--- config.mk ---
export PLATFORM = sky130hd
export DESIGN_NAME = smbws_top
export DESIGN_NICKNAME = d
export VERILOG_FILES = /design/src/smbws_pkg.sv /design/src/smbws_crc_if.sv /design/src/smbws_crc.sv /design/src/smbws_top.sv
export VERILOG_INCLUDE_DIRS = /design/src /design/src/src
export SDC_FILE = /design/constraint.sdc
export NUM_CORES = 1
export LEC_CHECK = 0
export BUFFER_PORTS_ARGS = -buffer_cell sky130_fd_sc_hd__buf_2
export CAP_MARGIN = 0
export CELL_PAD_IN_SITES_DETAIL_PLACEMENT = 1
export CELL_PAD_IN_SITES_GLOBAL_PLACEMENT = 1
export CORE_ASPECT_RATIO = 1.4
export CORE_UTILIZATION = 42
export CTS_CLUSTER_SIZE = 20
export DETAILED_ROUTE_END_ITERATION = 8
export GPL_ROUTABILITY_DRIVEN = 0
export HOLD_SLACK_MARGIN = 0.12
export PLACE_DENSITY_LB_ADDON = 0.1
export SYNTH_ARGS = -nofsm -noshare
export SYNTH_HDL_FRONTEND = slang
export SYNTH_SLANG_ARGS = --single-unit
export TNS_END_PERCENT = 10
--- constraint.sdc ---
create_clock -name core_clk_i -period 2.4 [get_ports core_clk_i]
set_clock_uncertainty 0.15 [all_clocks]
set_input_delay 0.24 -clock core_clk_i [delete_from_list [all_inputs] [get_ports core_clk_i]]
set_output_delay 0.24 -clock core_clk_i [all_outputs]
set_load 0.01 [all_outputs]
--- src/smbws_defines.svh ---
`ifndef SMBWS_DEFINES_SVH
`define SMBWS_DEFINES_SVH

// core clock rate in kHz
`define SMBWS_CLK_KHZ 20000
// least data hold after a falling scl edge, ns
`define SMBWS_HOLD_NS 300
`define SMBWS_HOLD_CYC ((`SMBWS_HOLD_NS * `SMBWS_CLK_KHZ + 999999) / 1000000)
// wake pulse duration (scl high, sda low), ms
`define SMBWS_WAKE_MS 80
`define SMBWS_WAKE_CYC (`SMBWS_WAKE_MS * `SMBWS_CLK_KHZ)
// serial request time, scl low timeout and scl high timeout, us
`define SMBWS_REQ_US 1500
`define SMBWS_REQ_CYC (`SMBWS_REQ_US * `SMBWS_CLK_KHZ / 1000)
`define SMBWS_TLOW_US 30000
`define SMBWS_TLOW_CYC (`SMBWS_TLOW_US * `SMBWS_CLK_KHZ / 1000)
`define SMBWS_THIGH_US 50
`define SMBWS_THIGH_CYC (`SMBWS_THIGH_US * `SMBWS_CLK_KHZ / 1000)

// command byte decode
`define SMBWS_SPACE_RAM 3'h0
`define SMBWS_SPACE_NVM 3'h1
`define SMBWS_OP_FLAGS 8'hf0
`define SMBWS_OP_SLEEP 8'hff
// crc-8 generator x^8 + x^2 + x + 1
`define SMBWS_CRC_POLY 8'h07

// diagnostic flag word layout
`define SMBWS_FLAG_PEND_BIT 15
`define SMBWS_FLAG_FATAL_BIT 13
`define SMBWS_FLAG_INIT_BIT 12

`endif

--- src/smbws_pkg.sv ---
package smbws_pkg;

  // transfer phase of the serial engine
  typedef enum logic [2:0] {
    PH_IDLE = 3'b000,
    PH_ADDR = 3'b001,
    PH_CMD  = 3'b010,
    PH_DLO  = 3'b011,
    PH_DHI  = 3'b100,
    PH_PEC  = 3'b101,
    PH_TX   = 3'b110,
    PH_SKIP = 3'b111
  } smbws_phase_t;

  // temperature source feeding a pulse output slot
  typedef enum logic [1:0] {
    SRC_AMB  = 2'b00,
    SRC_OBJ1 = 2'b01,
    SRC_OBJ2 = 2'b10,
    SRC_NONE = 2'b11
  } smbws_src_t;

endpackage : smbws_pkg

--- src/smbws_crc_if.sv ---
`timescale 1ns/1ps
interface smbws_crc_if;
  logic clr;
  logic en;
  logic din;
  logic [7:0] crc;

  modport core (output clr, output en, output din, input crc);
  modport eng (input clr, input en, input din, output crc);
endinterface : smbws_crc_if

--- src/smbws_crc.sv ---
`timescale 1ns/1ps
`include "smbws_defines.svh"
module smbws_crc (
  input wire logic core_clk_i, // core clock
  input wire logic sys_rst_i,  // synchronous reset, high
  smbws_crc_if.eng crc_if      // bit stream in, crc out
);

  // one serial crc step, msb first
  function automatic logic [7:0] smbws_crc_step(input logic [7:0] c, input logic d);
    logic fb;
    fb = c[7] ^ d;
    smbws_crc_step = {c[6:0], 1'b0} ^ (fb ? `SMBWS_CRC_POLY : 8'h00);
  endfunction : smbws_crc_step

  // cleared on a fresh start, advanced once per data bit
  always_ff @(posedge core_clk_i)
  begin
    if (sys_rst_i || crc_if.clr)
      crc_if.crc <= 8'h00;
    else if (crc_if.en)
      crc_if.crc <= smbws_crc_step(crc_if.crc, crc_if.din);
  end

endmodule : smbws_crc

--- src/smbws_top.sv ---
`timescale 1ns/1ps
`include "smbws_defines.svh"
module smbws_top #(
  parameter int WAKE_CYC = `SMBWS_WAKE_CYC,  // wake pulse length in cycles
  parameter int REQ_CYC = `SMBWS_REQ_CYC,    // serial request time in cycles
  parameter int TLOW_CYC = `SMBWS_TLOW_CYC,  // scl low timeout in cycles
  parameter int THIGH_CYC = `SMBWS_THIGH_CYC // scl high timeout in cycles
) (
  input wire logic core_clk_i,          // core clock, 20 MHz
  input wire logic sys_rst_i,           // synchronous reset, high
  input wire logic scl_i,               // bus clock pin
  input wire logic sda_i,               // shared data pin, input side
  output logic sda_o,                   // shared data pin, output level
  output logic sda_oe_o,                // shared data pin, drive enable
  input wire logic [6:0] own_addr_i,    // stored own address
  input wire logic nv_pwm_en_i,         // nonvolatile pulse output enable
  input wire logic nv_push_pull_i,      // push_pull_select bit
  input wire logic [1:0] nv_pwm_fmt_i,  // pulse source select field
  input wire logic pwm_level_i,         // pulse waveform from generator
  output logic pwm_mode_o,              // pin used as pulse output
  output logic pwm_dual_o,              // dual data format
  output smbws_pkg::smbws_src_t pwm_src1_o, // first slot source
  output smbws_pkg::smbws_src_t pwm_src2_o, // second slot source
  output logic mem_rd_o,                // memory read strobe
  output logic mem_wr_o,                // nonvolatile write strobe
  output logic mem_space_o,             // 0 ram, 1 nonvolatile
  output logic [4:0] mem_addr_o,        // word address
  output logic [15:0] mem_wdata_o,      // word to write
  input wire logic [15:0] mem_rdata_i,  // read word, cycle after strobe
  input wire logic nvm_write_pending_i, // nonvolatile write in progress
  input wire logic nvm_fatal_error_i,   // nonvolatile fatal error
  input wire logic init_done_i,         // power-on init finished
  output logic sleep_o,                 // device asleep
  output logic wake_por_o               // wake reset pulse
);

  smbws_crc_if crc_if ();
  smbws_pkg::smbws_phase_t phase;
  logic scl_s1, scl_s2, scl_s3, sda_s1, sda_s2, sda_s3;
  logic start_ev, stop_ev, rise_ev, fall_ev, act, bus_on, comm_rst;
  logic [2:0] hold_cnt;
  logic [31:0] tlow_cnt, thigh_cnt, wake_cnt;
  logic tlow_hit, thigh_hit, req_hit, wake_hit;
  logic [3:0] bcnt;
  logic armed, tx, tx_go, ack_q, drv_low, cmd_ok, sleep_pend, sleep_arm, enter_sleep, rd_pend;
  logic [1:0] tidx;
  logic [6:0] sh;
  logic [7:0] txb, cmd, crc_ref, rx_byte;
  logic [15:0] word, flag_word;
  logic pwm_off, sleeping;

  smbws_crc u_crc (
    .core_clk_i(core_clk_i),
    .sys_rst_i(sys_rst_i),
    .crc_if(crc_if)
  );

  // pins are asynchronous to the core clock: two stages, then a third for edges
  always_ff @(posedge core_clk_i)
  begin
    if (sys_rst_i)
    begin
      {scl_s1, scl_s2, scl_s3} <= 3'h7;
      {sda_s1, sda_s2, sda_s3} <= 3'h7;
    end
    else
    begin
      {scl_s1, scl_s2, scl_s3} <= {scl_i, scl_s1, scl_s2};
      {sda_s1, sda_s2, sda_s3} <= {sda_i, sda_s1, sda_s2};
    end
  end

  // bus events; sampling on the rising edge only
  assign bus_on = !pwm_mode_o && !sleeping;
  assign start_ev = bus_on && scl_s2 && scl_s3 && sda_s3 && !sda_s2;
  assign stop_ev = bus_on && scl_s2 && scl_s3 && !sda_s3 && sda_s2;
  assign rise_ev = bus_on && scl_s2 && !scl_s3;
  assign fall_ev = bus_on && !scl_s2 && scl_s3;
  assign rx_byte = {sh, sda_s2};
  assign act = (hold_cnt == 3'h1);
  assign comm_rst = tlow_hit || thigh_hit || wake_hit;
  assign flag_word = {nvm_write_pending_i, 1'b0, nvm_fatal_error_i, init_done_i, 12'h000};

  // data may only move a hold time after scl falls, well inside the low phase
  always_ff @(posedge core_clk_i)
  begin
    if (sys_rst_i)
      hold_cnt <= 3'h0;
    else if (fall_ev)
      hold_cnt <= 3'(`SMBWS_HOLD_CYC);
    else if (hold_cnt != 3'h0)
      hold_cnt <= hold_cnt - 3'h1;
  end

  // scl low and high timers; hits are single-cycle pulses
  always_ff @(posedge core_clk_i)
  begin
    if (sys_rst_i || scl_s2)
      tlow_cnt <= 32'h0;
    else if (tlow_cnt != 32'hffffffff)
      tlow_cnt <= tlow_cnt + 32'h1;
    if (sys_rst_i || !scl_s2 || phase == smbws_pkg::PH_IDLE)
      thigh_cnt <= 32'h0;
    else if (thigh_cnt != 32'hffffffff)
      thigh_cnt <= thigh_cnt + 32'h1;
  end
  assign tlow_hit = (tlow_cnt == 32'(TLOW_CYC - 1));
  assign thigh_hit = (thigh_cnt == 32'(THIGH_CYC - 1));
  assign req_hit = pwm_mode_o && (tlow_cnt == 32'(REQ_CYC - 1));

  // wake timer: only runs asleep, with scl high and sda held low
  always_ff @(posedge core_clk_i)
  begin
    if (sys_rst_i || !sleeping || !scl_s2 || sda_s2)
      wake_cnt <= 32'h0;
    else if (wake_cnt != 32'hffffffff)
      wake_cnt <= wake_cnt + 32'h1;
  end
  assign wake_hit = sleeping && (wake_cnt == 32'(WAKE_CYC - 1));

  // sleep and pulse disable; a wake acts like a power-on reset
  always_ff @(posedge core_clk_i)
  begin
    if (sys_rst_i)
    begin
      sleeping <= 1'b0;
      pwm_off <= 1'b0;
      wake_por_o <= 1'b0;
    end
    else
    begin
      wake_por_o <= wake_hit;
      if (wake_hit)
      begin
        sleeping <= 1'b0;
        pwm_off <= 1'b0;
      end
      else if (enter_sleep)
        sleeping <= 1'b1;
      if (req_hit)
        pwm_off <= 1'b1;
    end
  end
  assign sleep_o = sleeping;

  // pulse mode and source selection, refreshed every cycle
  always_ff @(posedge core_clk_i)
  begin
    if (sys_rst_i)
    begin
      pwm_mode_o <= 1'b0;
      pwm_dual_o <= 1'b0;
      pwm_src1_o <= smbws_pkg::SRC_AMB;
      pwm_src2_o <= smbws_pkg::SRC_NONE;
    end
    else
    begin
      pwm_mode_o <= nv_pwm_en_i && !pwm_off && !sleeping && !req_hit;
      case (nv_pwm_fmt_i)
        2'b00:
        begin
          pwm_dual_o <= 1'b1;
          pwm_src1_o <= smbws_pkg::SRC_AMB;
          pwm_src2_o <= smbws_pkg::SRC_OBJ1;
        end
        2'b01:
        begin
          pwm_dual_o <= 1'b0;
          pwm_src1_o <= smbws_pkg::SRC_AMB;
          pwm_src2_o <= smbws_pkg::SRC_NONE;
        end
        2'b11:
        begin
          pwm_dual_o <= 1'b1;
          pwm_src1_o <= smbws_pkg::SRC_OBJ1;
          pwm_src2_o <= smbws_pkg::SRC_OBJ2;
        end
        default:
        begin
          pwm_dual_o <= 1'b0;
          pwm_src1_o <= smbws_pkg::SRC_OBJ2;
          pwm_src2_o <= smbws_pkg::SRC_NONE;
        end
      endcase
    end
  end

  // pin drive: serial mode is always open drain, pulse mode obeys push_pull_select
  always_ff @(posedge core_clk_i)
  begin
    if (sys_rst_i)
    begin
      sda_o <= 1'b0;
      sda_oe_o <= 1'b0;
    end
    else if (pwm_mode_o)
    begin
      sda_o <= pwm_level_i;
      sda_oe_o <= nv_push_pull_i || !pwm_level_i;
    end
    else
    begin
      sda_o <= 1'b0;
      sda_oe_o <= drv_low && bus_on;
    end
  end

  // crc takes each data bit only once scl has fallen after it, so the rise that
  // comes just before a repeated start or a stop never enters the check code
  assign crc_if.clr = start_ev && !cmd_ok;
  assign crc_if.en = act && armed && !bcnt[3] && phase != smbws_pkg::PH_IDLE && phase != smbws_pkg::PH_SKIP;
  assign crc_if.din = sh[0];

  // memory read data returns one cycle after the strobe
  always_ff @(posedge core_clk_i)
  begin
    if (sys_rst_i)
      rd_pend <= 1'b0;
    else
      rd_pend <= mem_rd_o;
  end

  // serial transfer engine
  always_ff @(posedge core_clk_i)
  begin
    mem_rd_o <= 1'b0;
    mem_wr_o <= 1'b0;
    enter_sleep <= 1'b0;
    if (rd_pend)
      word <= mem_rdata_i;
    if (sys_rst_i || comm_rst || !bus_on)
    begin
      phase <= smbws_pkg::PH_IDLE;
      {bcnt, armed, tx, tx_go, ack_q, drv_low, cmd_ok} <= 10'h000;
      {sleep_pend, sleep_arm} <= 2'h0;
      tidx <= 2'h0;
      sh <= 7'h00;
      txb <= 8'h00;
      crc_ref <= 8'h00;
      if (sys_rst_i)
      begin
        cmd <= 8'h00;
        word <= 16'h0000;
        mem_wdata_o <= 16'h0000;
      end
    end
    else if (stop_ev)
    begin
      phase <= smbws_pkg::PH_IDLE;
      {tx, tx_go, ack_q, drv_low, cmd_ok, sleep_pend, sleep_arm} <= 7'h00;
      enter_sleep <= sleep_arm;
    end
    else if (start_ev)
    begin
      // repeated start keeps the command and the running crc
      phase <= smbws_pkg::PH_ADDR;
      {bcnt, armed, tx, tx_go, ack_q, drv_low} <= 9'h000;
      tidx <= 2'h0;
    end
    else if (rise_ev && phase != smbws_pkg::PH_IDLE && phase != smbws_pkg::PH_SKIP)
    begin
      if (bcnt == 4'h8)
      begin
        // master answer to a byte we sent; after the check byte we are done
        if (tx && (sda_s2 || tidx == 2'h2))
        begin
          tx <= 1'b0;
          phase <= smbws_pkg::PH_SKIP;
        end
        else if (tx)
        begin
          tidx <= tidx + 2'h1;
          txb <= (tidx == 2'h0) ? word[15:8] : crc_if.crc;
        end
      end
      else
      begin
        sh <= {sh[5:0], sda_s2};
        if (bcnt == 4'h0)
          crc_ref <= crc_if.crc;
        if (bcnt == 4'h7 && !tx)
        begin
          ack_q <= 1'b0;
          phase <= smbws_pkg::PH_SKIP;
          case (phase)
            smbws_pkg::PH_ADDR:
            begin
              if (!cmd_ok && !rx_byte[0] && (rx_byte[7:1] == own_addr_i || rx_byte[7:1] == 7'h00))
              begin
                ack_q <= 1'b1;
                phase <= smbws_pkg::PH_CMD;
              end
              else if (cmd_ok && rx_byte[0] && rx_byte[7:1] == own_addr_i)
              begin
                ack_q <= 1'b1;
                tx_go <= 1'b1;
                txb <= word[7:0];
                phase <= smbws_pkg::PH_TX;
              end
            end
            smbws_pkg::PH_CMD:
            begin
              cmd <= rx_byte;
              if (rx_byte[7:5] == `SMBWS_SPACE_RAM || rx_byte[7:5] == `SMBWS_SPACE_NVM)
              begin
                ack_q <= 1'b1;
                cmd_ok <= 1'b1;
                mem_rd_o <= 1'b1;
                phase <= smbws_pkg::PH_DLO;
              end
              else if (rx_byte == `SMBWS_OP_FLAGS)
              begin
                ack_q <= 1'b1;
                tx_go <= 1'b1;
                word <= flag_word;
                txb <= flag_word[7:0];
                phase <= smbws_pkg::PH_TX;
              end
              else if (rx_byte == `SMBWS_OP_SLEEP)
              begin
                ack_q <= 1'b1;
                sleep_pend <= 1'b1;
                phase <= smbws_pkg::PH_PEC;
              end
              // any other opcode is refused; it is still stored in cmd but starts no access
            end
            smbws_pkg::PH_DLO:
            begin
              ack_q <= 1'b1;
              mem_wdata_o[7:0] <= rx_byte;
              phase <= smbws_pkg::PH_DHI;
            end
            smbws_pkg::PH_DHI:
            begin
              ack_q <= 1'b1;
              mem_wdata_o[15:8] <= rx_byte;
              phase <= smbws_pkg::PH_PEC;
            end
            smbws_pkg::PH_PEC:
            begin
              // a mismatch is refused and nothing is written
              if (rx_byte == crc_ref)
              begin
                ack_q <= 1'b1;
                sleep_arm <= sleep_pend;
                mem_wr_o <= !sleep_pend && cmd[7:5] == `SMBWS_SPACE_NVM;
              end
            end
            default:
            begin
              ack_q <= 1'b0;
            end
          endcase
        end
      end
    end
    else if (act && phase != smbws_pkg::PH_IDLE)
    begin
      if (!armed)
        armed <= 1'b1;
      else if (bcnt == 4'h7)
      begin
        bcnt <= 4'h8;
        drv_low <= ack_q;
      end
      else if (bcnt == 4'h8)
      begin
        bcnt <= 4'h0;
        ack_q <= 1'b0;
        tx <= tx || tx_go;
        tx_go <= 1'b0;
        drv_low <= (tx || tx_go) && !txb[7];
      end
      else
      begin
        bcnt <= bcnt + 4'h1;
        drv_low <= tx && !txb[3'h6 - bcnt[2:0]];
      end
    end
  end

  assign mem_space_o = cmd[5];
  assign mem_addr_o = cmd[4:0];

endmodule : smbws_top

### Word level (Yosys, flattened, before mapping)

Index checks and enable logic that the tools add are counted.

| cells by class | value |
|---|---|
| add/sub/neg operators | 7 |
| order comparisons | 1 |
| equal/unequal tests | 48 |
| mux-type cells | 106 |
| bitwise gates (word level) | 13 |
| reductions and logical operators | 120 |

Operators by type and width:

| kind | count |
|---|---|
| 16-bit 2-to-1 mux | 18 |
| 8-bit 2-to-1 mux | 19 |
| 32-bit by 1-bit adder with 32-bit output (second input constant) | 3 |
| 32-bit inequality test (second input constant) | 3 |
| 1-bit 2-to-1 mux | 41 |
| 1-bit logical AND | 33 |
| 32-bit by 10-bit == test with 1-bit output (second input constant) | 1 |
| 32-bit by 15-bit == test with 1-bit output (second input constant) | 1 |
| 32-bit by 20-bit == test with 1-bit output (second input constant) | 1 |
| 32-bit by 21-bit == test with 1-bit output (second input constant) | 1 |
| 2-bit nonzero test | 16 |
| 3-bit inequality test (second input constant) | 9 |
| 3-bit 2-to-1 mux | 8 |
| 4-bit 2-to-1 mux | 6 |
| 11-bit AND reduction | 2 |
| 7-bit AND reduction | 3 |
| 6-bit AND reduction | 3 |
| 8-bit == test (second input constant) | 2 |
| 1-bit logical NOT | 16 |
| 1-bit logical OR | 16 |
| 2-bit inequality test (second input constant) | 8 |
| 8-bit one-hot mux with 2 select lines | 1 |
| 2-bit OR reduction | 8 |
| 5-bit AND reduction | 3 |
| 37 further kinds | 73 |

| word-level totals | value |
|---|---|
| register bits after elaboration | 208 |
| bits of input ports | 35 |
| output and inout port bits | 34 |
| word-level logic and storage cells | 339 |

### Logic depth before layout (Yosys ltp)

| depth | value |
|---|---|
| word-level depth | 10 |
| depth in mapped cells | 11 |
| gate-level depth less buffers | 10 |

### Hierarchy

A second synthesis with hierarchy kept.

| second synthesis, totals | value |
|---|---|
| cells, all modules | 1103 |
| area total of the unflattened synthesis | 9935.8 um^2 |

Modules (own cells, without submodules):

| module | instances | cells each | area each (um^2) | seq. area each (um^2) |
|---|---|---|---|---|
| smbws_top | 1 | 1069 | 9591.7 | 4244.1 |
| smbws_crc | 1 | 34 | 344.1 | 160.2 |

### Worst setup path after synthesis

OpenSTA, ideal clock, no wires.

| path | value |
|---|---|
| kind | register to register |
| start point | register bcnt[0] |
| end point | register sleep_arm |
| setup time | 0.117 ns |
| arrival | 2.236 ns |
| required time | 2.133 ns |
| setup slack | -0.103 ns |
| stages on the path, launching flop included | 11 |
| buffers on the path | 2 |
| clock period less this slack | 2.503 ns |
| path through | dfxtp_1 -> inv_1 -> ha_1 -> nand3b_1 -> clkbuf_1 -> buf_1 -> ha_1 -> nand3_1 -> nor4_1 -> mux2i_1 -> nor2_1 |

| between the ends | value |
|---|---|
| longest elaborated chain between the ends | 3 |
| elaborated cells on any way between the ends | 5 |
| those cells by class | eq/ne: 2; bitwise: 1; reduce/logical: 2 |

RTL lines:

| item | RTL line | RTL |
|---|---|---|
| start: declaration | smbws_top.sv:44 | `logic [3:0] bcnt;` |
| start signal: assignment | smbws_top.sv:376 | `bcnt <= bcnt + 4'h1;` |
| 4-bit by 3-bit == test with 1-bit output or 4-bit == test (tied branches) | smbws_top.sv:281, smbws_top.sv:262 |  |
| 1-bit logical AND or 1-bit NOT (tied branches) | -- |  |
| 6-bit AND reduction (no source line) (*) | -- |  |
| end signal: assignment | smbws_top.sv:345 | `sleep_arm <= sleep_pend;` |
| end: declaration | smbws_top.sv:45 | `logic armed, tx, tx_go, ack_q, drv_low, cmd_ok, sleep_pend, sleep_arm, enter_sleep, rd_pend;` |

Every way passes the cells marked *; elsewhere a longest branch is shown, timed or not.
A chain may end at the register's enable or synchronous reset.

### Worst setup path after layout

| path | value |
|---|---|
| start point | register thigh_cnt[14] |
| end point | register word[0] |

| between the ends | value |
|---|---|
| longest elaborated chain between the ends | 6 |

RTL lines:

| item | RTL line | RTL |
|---|---|---|
| start: declaration | smbws_top.sv:42 | `logic [31:0] tlow_cnt, thigh_cnt, wake_cnt;` |
| start signal: assignment | smbws_top.sv:105 | `thigh_cnt <= thigh_cnt + 32'h1;` |
| 32-bit by 10-bit == test with 1-bit output | smbws_top.sv:108 | `assign thigh_hit = (thigh_cnt == 32'(THIGH_CYC - 1));` |
| 1-bit logical OR (2 in series) | smbws_top.sv:81 | `assign comm_rst = tlow_hit \|\| thigh_hit \|\| wake_hit;` |
| 1-bit logical OR (2 in series) | smbws_top.sv:231 | `if (sys_rst_i \|\| comm_rst \|\| !bus_on)` |
| 16-bit 2-to-1 mux | smbws_top.sv:231 |  |
| end signal: assignment | smbws_top.sv:230 | `word <= mem_rdata_i;` |
| end signal: assignment | smbws_top.sv:315 | `word <= flag_word;` |
| end: declaration | smbws_top.sv:49 | `logic [15:0] word, flag_word;` |

No other way between the ends.

==> out/results.ini <==
[status]
status=complete, but fails checks
violations=setup timing

[global_route]
top_usage_layer=met2
antenna_found_initial=0
grt_usage_pct=23.8
first_global_vias=8918
gr-total-overflow=0
grt_util_met2_pct=45.8
grt_max_degree=33
grtUsageMet3_pct=3.34
grt_pass1_wl_um=44800
gr-usage-met1_pct=25.3

[sta]
slew_violations=0
layout_setup_ws_ns=-0.0890
period_minus_slack_ns=2.49
tightest_slew_ns=0.591
hold_slack_ns=0.277
fin_crit_sh_pct=104
rsz0062_at_grt=true
hold_violations=0
finalSetupViolCount=48
tns_ns=-2.54
max_freq_mhz=402
slew_headroom_pct=59.6

[drt]
drt-total-wl_um=27900
vias_per_cell=5.35
wire_per_inst_um=17.7
final_antenna_net_count=0
drt_iter0_drc=334
first_pass_iters=4
drc=0
via_count=8430

[place]
post-dp-hpwl_um=20000
portBuffers=68
dpl.cell_count=1504

[synth]
synth_cells=1073
post_synth_num_cell_types=66
async_flop_share_pct=0
ys_ff_latch=208
yosys.area.top_type=dfxtp_1
dominantRegCellSynth=dfxtp_1
synth-seq-area-share_pct=45.1
syn-mean-instance-area_um2=9.10
synth_fp_nets=1124
netlist.area_leader.share_pct=37.7
yosys-top-cells-area=dfxtp_1, edfxtp_1, nor2_1
yosysMostFrequentCell=dfxtp_1
yosysWarnings=0
synth_area_um2=9770
synth_common_cells=dfxtp_1, nor2_1, nand3_1
synth-edff-count=24

[cells_and_area]
drive_above_1_share_pct=21.3
area_growth_pct=25.8
stdcell_count=1575
antenna_cells=0
final_net_count=1308

[clock_tree]
cts_tree=done
clk_latency_ns=0.52
cts_made_buffers=23
htreeDepth=1
root_buffer=clkbuf_16
cts_sinks=208
max-clock-path-buffers=3
post_cts_buffers=0
path_clk_slew_ns=0.06

[flow_run]
maxCapViolCount=0

[critical_path]
start_kind=flip-flop
rr_endpoint=word[0]
rrSetupSlack_ns=-0.09
end_kind=flip-flop
cp.arrival_ns=2.79
reg2reg_from=thigh_cnt[14]
required_ns=2.70
rr_worst_depth=7
path_class=flip-flop to flip-flop
crit_fanout=7

[floorplanning]
coreArea_um2=22700
dieArea_um2=23900
start_util_pct=43.0
rows=65
num_io_pins=69
fp.dieW_um=131
die_h_um=182

[hold_path]
hp-class=flip-flop to flip-flop
holdPathEnd=sda_s2
min_from=sda_s1
min_path_cells=1

[power_and_ir_drop]
power.density_nw_per_um2=616
max-vdd-ir-drop_mv=0.425
p_leak_uw=0.00472

[cell type report]
cell class / count / area (um2)
clock buffer: 35 / 692
clock inverter: 7 / 92.6
fill: 2621 / 10400
inverter: 24 / 90.1
multi-input combinational: 792 / 5130
sequential: 208 / 4410
tap: 301 / 377
timing repair buffer: 208 / 1500
[per-stage QoR]
step | setup slack, ns | util (%) | power [uW] | instance area (um2)
3_5_place_dp | -0.141 | 49.1 | 3950 | 11100
6_report | -0.0890 | 54.2 | 7570 | 12300
2_1_floorplan | -0.0841 | - | 3820 | 9770
5_1_grt | -0.172 | 54.2 | 7830 | 12300
4_1_cts | -0.126 | 53.9 | 7650 | 12200
3_3_place_gp | -0.0850 | 49.1 | 3940 | 11100
[cells in the final DEF (no fill, tap or decap), drive strengths merged, types with 6 or more instances in the layout]
cell type    count
dfxtp          184
clkbuf          35
a31oi           15
nand4           37
xnor2           36
o21ai           14
a211oi           7
o31ai           11
or2              9
mux2i           44
edfxtp          24
or4              6
nor4b           14
nor3            40
nor2           171
xor2            60
nand2           56
nor4            21
a21oi           54
inv             25
buf            180
or3             17
dlygate4sd3     28
and4            10
nand3           62
and2            15
and3            24
ha              16
nor2b            7
[worst max-delay path: stages (launching register included)]
cell	delay, ns
dfxtp_1	0.31
or4_1	0.53
or4_4	0.51
nor4_4	0.18
nor3b_2	0.14
buf_4	0.17
a31o_4	0.31
nor2_1	0.12
[cell families (layout without fill, tap and decap cells)]
| family | count (synthesis) | in the layout | synth area share (%) |
|---|---|---|---|
| compound gates | 122 | 123 | 7.85 |
| xor+xnor | 96 | 96 | 8.61 |
| fa+ha+maj | 16 | 16 | 2.05 |
| buf+inv | 74 | 274 | 3.27 |
| flops | 208 | 208 | 45.1 |
| mux | 49 | 49 | 5.43 |
| simple gates | 508 | 508 | 27.7 |
[power breakdown]
group | total, uW | internal [uW] | switching (uW)
Clock | 3660 | 2200 | 1450
Sequential | 3580 | 3550 | 26.1
Combinational | 337 | 156 | 181
Total | 7570 | 5910 | 1660
[how the worst max path moves through the flow]
stage,start,to,slack (ns)
floorplan,thigh_cnt[14],cmd[6],-0.08
global placement,thigh_cnt[14],word[1],-0.09
detailed placement,thigh_cnt[14],word[0],-0.14
CTS,thigh_cnt[14],word[0],-0.13
global route,thigh_cnt[14],word[1],-0.17
finish,thigh_cnt[14],word[0],-0.09
[state kept, by name, summed over array words and instances (netlist names), 8 cells and up]
signal	count
cmd	8
crc_ref	8
mem_wdata_o	16
thigh_cnt	32
tlow_cnt	32
txb	8
u_crc.crc_if.crc	8
wake_cnt	32
word	16
[layer usage]
metal,up-vias,share of wire (%)
li1,4182,-
met4,0,2.9
met1,4095,39
met3,53,2.4
met5,-,0
met2,100,55
[repair_timing]
action / 4_1_cts / 5_1_grt
endpoints found under the setup margin: 65 / 98
pin swaps: 1 / 4
hold buffers: 28 / 0
cloned: 1 / 0
gates resized for setup: 5 / 14
hold endpoints to repair: 30 / 0
(Power assumes the default switching activity.)
